$ cat config.mk
export PLATFORM = sky130hd
export DESIGN_NAME = fsq_regs
export DESIGN_NICKNAME = d
export VERILOG_FILES = /design/src/fsq_pkg.sv /design/src/fsq_regs.sv
export SDC_FILE = /design/constraint.sdc
export NUM_CORES = 1
export LEC_CHECK = 0
export BUFFER_PORTS_ARGS = -buffer_cell sky130_fd_sc_hd__buf_2
export CORE_ASPECT_RATIO = 0.8
export CORE_MARGIN = 3
export CORE_UTILIZATION = 52
export CTS_BUF_LIST = sky130_fd_sc_hd__clkbuf_16
export DETAILED_ROUTE_END_ITERATION = 8
export PLACE_DENSITY = 0.87
export SYNTH_ARGS = -nofsm -noshare
export SYNTH_HDL_FRONTEND = slang
export SYNTH_SLANG_ARGS = --single-unit
$ cat constraint.sdc
create_clock -name clk_i -period 4.35 [get_ports clk_i]
set_clock_uncertainty 0.2 [all_clocks]
set_input_delay 0.6525 -clock clk_i [delete_from_list [all_inputs] [get_ports clk_i]]
set_output_delay 0.6525 -clock clk_i [all_outputs]
set_load 0.005 [all_outputs]
$ cat src/fsq_pkg.sv
/*
  fsq_pkg: register map, field positions, reset values and codes
  for the flash sequencer status and command register slice.
  assumes: a 32-bit avalon-mm slave with byte addresses.
*/
`default_nettype none
package fsq_pkg;

  // ----------------------------------------------------------------
  // register byte offsets
  // ----------------------------------------------------------------
  localparam logic [4:0] OFS_IRQ_EN    = 5'h00; // transfer_error_irq_enable
  localparam logic [4:0] OFS_CMD_HIST  = 5'h04; // command_history
  localparam logic [4:0] OFS_PE_SRC    = 5'h08; // program_erase_error_source
  localparam logic [4:0] OFS_BC_DIR    = 5'h0c; // blank_check_direction_ctrl
  localparam logic [4:0] OFS_XFER_STAT = 5'h10; // transfer_error_status
  localparam logic [4:0] OFS_EVT_STAT  = 5'h14; // sticky event status, w1c
  localparam logic [4:0] OFS_EVT_MASK  = 5'h18; // event mask
  localparam logic [4:0] OFS_SETUP     = 5'h1c; // setup_init_reg

  // ----------------------------------------------------------------
  // field positions
  // ----------------------------------------------------------------
  localparam int BIT_SINGLE = 0; // single correct / its enable
  localparam int BIT_DOUBLE = 1; // double detect / its enable
  localparam int BIT_SCAN   = 0; // scan_direction_bit
  localparam int BIT_SETUP  = 0; // setup_init_bit
  localparam int EVT_W      = 4;
  localparam int EVT_DOUBLE = 0;
  localparam int EVT_SINGLE = 1;
  localparam int EVT_CMD    = 2;
  localparam int EVT_PEERR  = 3;

  // ----------------------------------------------------------------
  // reset values and codes
  // ----------------------------------------------------------------
  localparam logic [1:0]  IRQ_EN_RST  = 2'h0;
  localparam logic [15:0] CMD_RST     = 16'h0000;
  localparam logic [7:0]  PE_SRC_RST  = 8'h00;
  localparam logic [7:0]  PE_NONE     = 8'h00;
  localparam logic [7:0]  PE_LOCK_WR  = 8'h01;
  localparam logic [7:0]  PE_LOCK_ER  = 8'h02;
  localparam logic [7:0]  PE_ERASE    = 8'h12;
  localparam logic [7:0]  CMD_FINAL   = 8'hd0; // final step of two-step commands
  localparam logic [7:0]  PFX_ERASE   = 8'h20;
  localparam logic [7:0]  PFX_BLANK   = 8'h71;
  localparam logic [7:0]  PFX_LOCKPRG = 8'h77;

  // accepted command report
  typedef struct packed {
    logic       two_step; // final step of a two-step command
    logic [7:0] prefix;   // first step code of a two-step command
    logic [7:0] code;     // accepted code
  } fsq_cmd_t;

  // programming/erasure completion report
  typedef struct packed {
    logic       ready;     // sequencer_ready_flag
    logic       erase_err; // erase_error_flag
    logic       prog_err;  // program_error_flag
    logic [7:0] source;    // error source code
  } fsq_pe_t;

endpackage
`default_nettype wire

$ cat src/fsq_regs.sv
/*
  fsq_regs: avalon-mm register slice of the flash sequencer:
  transfer error flags and their irq enables, command history,
  programming/erasure error source, blank check direction.
  assumes: one clock, inputs synchronous to clk_i, one-cycle pulses
  for transfer error events and command acceptance.
*/
`timescale 1ns/1ps
`default_nettype none
module fsq_regs
(
  input  wire logic             clk_i,
  input  wire logic             nrst_i,
  input  wire logic [4:0]       avs_address_i,
  input  wire logic             avs_read_i,
  input  wire logic             avs_write_i,
  input  wire logic [31:0]      avs_writedata_i,
  output logic      [31:0]      avs_readdata_o,
  output logic                  avs_waitrequest_o,
  input  wire logic             double_err_i,
  input  wire logic             single_corr_i,
  input  wire logic             cmd_accept_i,
  input  wire fsq_pkg::fsq_cmd_t cmd_i,
  input  wire fsq_pkg::fsq_pe_t  pe_i,
  output logic                  transfer_error_irq_o,
  output logic                  scan_direction_o,
  output logic                  irq_o
);

  // ----------------------------------------------------------------
  // reset synchroniser
  // ----------------------------------------------------------------
  logic rst_meta;
  logic rst_n;

  // two flops release the asynchronous reset
  always_ff @(posedge clk_i or negedge nrst_i)
  begin
    if (!nrst_i)
    begin
      rst_meta <= 1'b0;
      rst_n    <= 1'b0;
    end
    else
    begin
      rst_meta <= 1'b1;
      rst_n    <= rst_meta;
    end
  end

  // ----------------------------------------------------------------
  // state
  // ----------------------------------------------------------------
  localparam int EVT_W = fsq_pkg::EVT_W;

  logic [1:0]          irq_en;
  logic [1:0]          xfer_stat;
  logic [15:0]         cmd_hist;
  logic [7:0]          pe_src;
  logic                scan_dir;
  logic [EVT_W-1:0]    evt_stat;
  logic [EVT_W-1:0]    evt_mask;
  logic                next_waitreq;
  logic [31:0]         next_rdata;
  logic [1:0]          next_irq_en;
  logic [1:0]          next_xfer_stat;
  logic [15:0]         next_cmd_hist;
  logic [7:0]          next_pe_src;
  logic                next_scan_dir;
  logic [EVT_W-1:0]    next_evt_stat;
  logic [EVT_W-1:0]    next_evt_mask;
  logic                next_xfer_irq;
  logic                next_irq;
  logic                wr_go;
  logic                pe_err;
  logic [EVT_W-1:0]    evt_set;

  // write strobe for a given offset, taken as waitrequest is low
  function automatic logic wr_hit(input logic [4:0] ofs);
    wr_hit = wr_go && (avs_address_i == ofs);
  endfunction

  // read mux; reserved and unmapped bits read zero
  function automatic logic [31:0] rd_mux(input logic [4:0] a);
    case (a)
      fsq_pkg::OFS_IRQ_EN:    rd_mux = {30'h0, irq_en};
      fsq_pkg::OFS_CMD_HIST:  rd_mux = {16'h0, cmd_hist};
      fsq_pkg::OFS_PE_SRC:    rd_mux = {24'h0, pe_src};
      fsq_pkg::OFS_BC_DIR:    rd_mux = {31'h0, scan_dir};
      fsq_pkg::OFS_XFER_STAT: rd_mux = {30'h0, xfer_stat};
      fsq_pkg::OFS_EVT_STAT:  rd_mux = {28'h0, evt_stat};
      fsq_pkg::OFS_EVT_MASK:  rd_mux = {28'h0, evt_mask};
      default:                rd_mux = 32'h0;
    endcase
  endfunction

  // ----------------------------------------------------------------
  // bus slave: one wait cycle, then the answer
  // ----------------------------------------------------------------
  assign wr_go = avs_write_i && !avs_waitrequest_o;

  // waitrequest drops for one cycle after a request is seen
  always_comb
  begin
    next_waitreq = !((avs_read_i || avs_write_i) && avs_waitrequest_o);
    next_rdata   = avs_readdata_o;
    if (avs_read_i && avs_waitrequest_o)
    begin
      next_rdata = rd_mux(avs_address_i);
    end
  end

  always_ff @(posedge clk_i or negedge rst_n)
  begin
    if (!rst_n)
    begin
      avs_waitrequest_o <= 1'b1;
      avs_readdata_o    <= 32'h0;
    end
    else
    begin
      avs_waitrequest_o <= next_waitreq;
      avs_readdata_o    <= next_rdata;
    end
  end

  // ----------------------------------------------------------------
  // control and status registers
  // ----------------------------------------------------------------
  assign pe_err = pe_i.ready && (pe_i.erase_err || pe_i.prog_err);

  // next values for every software and hardware held field except evt_stat
  always_comb
  begin
    next_irq_en    = irq_en;
    next_xfer_stat = xfer_stat;
    next_cmd_hist  = cmd_hist;
    next_pe_src    = pe_src;
    next_scan_dir  = scan_dir;
    next_evt_mask  = evt_mask;
    // transfer error flags are sticky until reset
    next_xfer_stat[fsq_pkg::BIT_DOUBLE] = xfer_stat[fsq_pkg::BIT_DOUBLE] | double_err_i;
    next_xfer_stat[fsq_pkg::BIT_SINGLE] = xfer_stat[fsq_pkg::BIT_SINGLE]
                                          | single_corr_i;
    if (wr_hit(fsq_pkg::OFS_IRQ_EN))
    begin
      next_irq_en = avs_writedata_i[1:0];
    end
    if (wr_hit(fsq_pkg::OFS_EVT_MASK))
    begin
      next_evt_mask = avs_writedata_i[EVT_W-1:0];
    end
    // command history
    if (cmd_accept_i)
    begin
      if (cmd_i.two_step)
      begin
        next_cmd_hist = {cmd_i.code, cmd_i.prefix};
      end
      else
      begin
        next_cmd_hist = {cmd_i.code, cmd_hist[15:8]};
      end
    end
    // error source is captured only while it is valid, else held
    if (pe_err)
    begin
      next_pe_src = pe_i.source;
    end
    // direction bit; setup init clears it and wins over a write
    if (wr_hit(fsq_pkg::OFS_BC_DIR))
    begin
      next_scan_dir = avs_writedata_i[fsq_pkg::BIT_SCAN];
    end
    if (wr_hit(fsq_pkg::OFS_SETUP) && avs_writedata_i[fsq_pkg::BIT_SETUP])
    begin
      next_scan_dir = 1'b0;
    end
  end

  always_ff @(posedge clk_i or negedge rst_n)
  begin
    if (!rst_n)
    begin
      irq_en           <= fsq_pkg::IRQ_EN_RST;
      xfer_stat        <= 2'h0;
      cmd_hist         <= fsq_pkg::CMD_RST;
      pe_src           <= fsq_pkg::PE_SRC_RST;
      scan_dir         <= 1'b0;
      evt_mask         <= '0;
      scan_direction_o <= 1'b0;
    end
    else
    begin
      irq_en           <= next_irq_en;
      xfer_stat        <= next_xfer_stat;
      cmd_hist         <= next_cmd_hist;
      pe_src           <= next_pe_src;
      scan_dir         <= next_scan_dir;
      evt_mask         <= next_evt_mask;
      scan_direction_o <= next_scan_dir;
    end
  end

  // ----------------------------------------------------------------
  // interrupts
  // ----------------------------------------------------------------
  assign evt_set = {pe_err, cmd_accept_i, single_corr_i, double_err_i};

  // sticky events; a set in the clearing cycle wins
  always_comb
  begin
    next_evt_stat = evt_stat;
    if (wr_hit(fsq_pkg::OFS_EVT_STAT))
    begin
      next_evt_stat = evt_stat & ~avs_writedata_i[EVT_W-1:0];
    end
    next_evt_stat = next_evt_stat | evt_set;
    next_irq      = |(next_evt_stat & next_evt_mask);
    // the request is a level: any sticky flag with its enable set
    next_xfer_irq = (next_xfer_stat[fsq_pkg::BIT_DOUBLE]
                     && next_irq_en[fsq_pkg::BIT_DOUBLE])
                    || (next_xfer_stat[fsq_pkg::BIT_SINGLE]
                        && next_irq_en[fsq_pkg::BIT_SINGLE]);
  end

  always_ff @(posedge clk_i or negedge rst_n)
  begin
    if (!rst_n)
    begin
      evt_stat             <= '0;
      irq_o                <= 1'b0;
      transfer_error_irq_o <= 1'b0;
    end
    else
    begin
      evt_stat             <= next_evt_stat;
      irq_o                <= next_irq;
      transfer_error_irq_o <= next_xfer_irq;
    end
  end
endmodule
`default_nettype wire

==> results.md <==
- Status: finished clean
- Synthesis warning total: 0
- Worst Tran Pin Value: around 0.96 ns
- Inserted Clock Buffers: 9
- Initial drt markers: between 200 and 250
- Die W: about 87 um
- Post-Syn Instances: roughly 250
- Top cells by count, synth: dfrtp_1, nand2_1, o21ai_0, buf_4, mux2_2
- Post-Syn Area per Cell: about 11 um2
- Worst setup SP type: input pin
- CP arrival: roughly 2.5 ns
- Unrepaired setup endpoints after global routing: false
- Switching power: between 0.3 and 0.4 mW
- Cell-internal power: between 1 and 1.5 mW
- Crit-path cells: buf_2 -> nor4b_2 -> and2b_2 -> a22oi_1 -> o21ai_0
- Clock Tree Buf Depth: 2
- Max Cap Viol: 0
- Worst reg2reg setup slack: ~2 ns
- Count of cell types in the netlist: 40
- Rel. slew slack: 0.358
- Pin count of the biggest net entering global routing: between 50 and 60
- Most numerous cell in the Yosys netlist: dfrtp_1
- Post CTS Setup Buffer Count: 0
- Crit path capture type: register
- I/O pin total: 108
- Fillers: 361
- Syn Std Cell Area: 0.00274 mm2
- Final wirelength: approximately 6.4 mm
- WS Path Type: input pin to register
- Seq/Total Area, Yosys: 0.529
- Worst-skew pair later-pin latency: between 0.3 and 0.4 ns
- Detailed-route via count: ~2100
- Worst Hold Launch: rst_meta
- HPWL Detailed: ~4.2 mm
- Initial Util: 0.566
- Worst path max stage delay: roughly 0.8 ns
- Nets@finish: between 300 and 400
- Met2 usage: 0.337
- Fmax: a little over 400 MHz
- Worst path required time: between 4 and 5 ns
- Total track usage: 0.218
- Ant diodes: 0
- Core box area: between 0.004 and 0.005 mm2
- Clock power frac: 0.455
- Sequential power share: 0.437
- Sink Count: between 50 and 60
- Buf/Inv on CP: 1
- Drt pass-1 iters: 4
- Gpl congestion: 0.870
- GRT overflow: 0
- Share of post-route cells with drive strength above 1: 0.344
- Comb pwr share: 0.108
- Rows: 22
- Hold Vio Cnt, Final: 0
- Synth area leaders: dfrtp_1, mux2_2, mux2i_1
- CTS tree: done
- Initial antenna violation count: 0
- Delay-heaviest family, CP: simple AND/OR/NAND/NOR gates
- Static leakage: between 1.5 and 2 nW
- VDD IR max: 0.289 mV
- EDFF count, synth: 0
- Met1 GRT Util: 0.274
- Antenna Nets Post-Route: 0
- Worst Hold End: rst_n
- Reg2Reg Depth: 4
- Reg clk slew, reported paths: about 0.050 ns
- Critical path peak fanout: 12
- Drt drc: 0
- Via/cell ratio: 5.55
- Synthesis-to-finish area growth: 19.5%
- Yosys top cell area share: 0.520
- First-pass GRT wire length: approximately 10 mm
- RR Endpoint: avs_readdata_o[5]
- Grt met3 use: 0.0757
- Vias in the first global route: between 2000 and 2500
- Area taken by multi-input logic gates: 0.00112 mm2
- Final Max Slew Viols: 0
- Post-synth top flop: dfrtp_1
- Synthesized flop and latch total: 58
- Storage cell area: 0.00145 mm2
- Placed instance area: about 0.003 mm2
- Die footprint: ~0.0062 mm2
- Asr flop ratio synth: 1.00
- Yosys top cell by area: dfrtp_1
- Hold Crit Class: register to register
- Die H: ~70 um
- CTS H-Tree Depth: 3
- Worst path slowest cell: nor4b_2
- GRT Max-Usage Layer: met2
- Setup-failing EPs final: 0
- Cell Pwr Density: roughly 430 mW/mm2
- Final min period: about 2.4 ns
- PortBufs: between 60 and 70
- Routed WL per cell: between 15 and 20 um
- Switch share: 0.231
- Launch point of the worst reg-to-reg path: avs_waitrequest_o
- Post-Layout Inst Area: 0.00328 mm2
- Clock Tree Root: clkbuf_16
- WHS Path Cells: 0
- Period utilization: 0.561
- Final TNS setup: 0 ns
[stage by stage]
step	hold WS, ns	cells	total power [mW]	setup slack, ns	utilization
after floorplan	0.131	260	0.725	2.40	-
after global placement	0.141	354	0.767	1.68	0.617
after detailed placement	0.149	354	0.774	1.65	0.617
after CTS	0.160	371	1.43	1.94	0.677
after global routing	0.167	371	1.48	1.78	0.677
final	0.154	371	1.42	1.91	0.677
[cell usage in the layout, fill, tap and decap left out, drive strengths merged]
cell type,instances
a32o,2
a21oi,11
and2b,2
and3,3
nand3b,1
nor3b,1
dfstp,1
buf,64
or2,5
inv,7
and2,1
nor2b,2
conb,17
a221oi,2
a41oi,3
or3b,1
dfrtp,57
a22o,1
mux2,18
o21ai,19
clkinv,4
nor4,1
a22oi,6
mux2i,15
nand3,4
dlygate4sd3,1
clkbuf,9
nor3,3
bufinv,1
and3b,1
nor4b,3
a21boi,4
nand2,27
o2111ai,1
nor2,11
o2bb2ai,2
[worst max path at each step]
stage | start | end | slack, ns | depth (start not counted)
after global placement | avs_address_i[2] | avs_readdata_o[4] | 1.68 | 5
after detailed placement | avs_address_i[2] | avs_readdata_o[7] | 1.65 | 5
after CTS | avs_address_i[2] | avs_readdata_o[5] | 1.94 | 5
after floorplan | avs_address_i[2] | avs_readdata_o[2] | 2.40 | 6
final | avs_address_i[2] | avs_readdata_o[5] | 1.91 | 5
after global routing | avs_address_i[2] | avs_readdata_o[5] | 1.78 | 5
[state kept, by name (all words and copies together) (netlist names)]
register              count
irq_en                    2
cmd_hist                 16
rst_meta                  1
evt_stat                  4
scan_dir                  1
avs_waitrequest_o         1
irq_o                     1
evt_mask                  4
avs_readdata_o           16
rst_n                     1
xfer_stat                 2
transfer_error_irq_o      1
pe_src                    8
[layer usage]
metal	vias up	share of wire	routed length (um)
li1	950	-	-
met1	1000	0.42	2680
met2	96	0.49	3100
met3	14	0.073	467
met4	0	0.019	119
met5	-	0	0
[what timing repair did]
item                      CTS  global route
hold endpoints to repair    2             0
resized for setup           0             0
hold buffers                1             0
[worst reg2reg max path: stages (launching register included)]
cell,delay [ns]
dfstp_2,0.58
nand2_1,0.48
nor3_1,0.51
nand2_1,0.27
o21ai_0,0.26
[cells by family after synthesis]
group	Yosys count	synth area share
DFF	58	0.529
and+or+nand+nor	66	0.134
other	2	0.00274
muxes	33	0.131
AOI/OAI and AO/OA	51	0.119
buffers and inverters	35	0.0830
[power by group through the flow]
stage          Combinational (mW)  Clock (mW)  Sequential [mW]
2_1_floorplan               0.101           0            0.624
3_3_place_gp                0.145           0            0.622
3_5_place_dp                0.149           0            0.625
4_1_cts                     0.153       0.657            0.618
5_1_grt                     0.169       0.687            0.623
6_report                    0.152       0.644            0.619
[area by class of cell]
cell class	count	share of cell area
clock buffers	9	0.0687
well taps	60	0.0229
inverters	5	0.00573
multi-input cells	167	0.342
repair buffers	65	0.102
clock inverters	7	0.0160
flip-flops and latches	58	0.444
No activity file was read; power rests on OpenSTA's default activity.
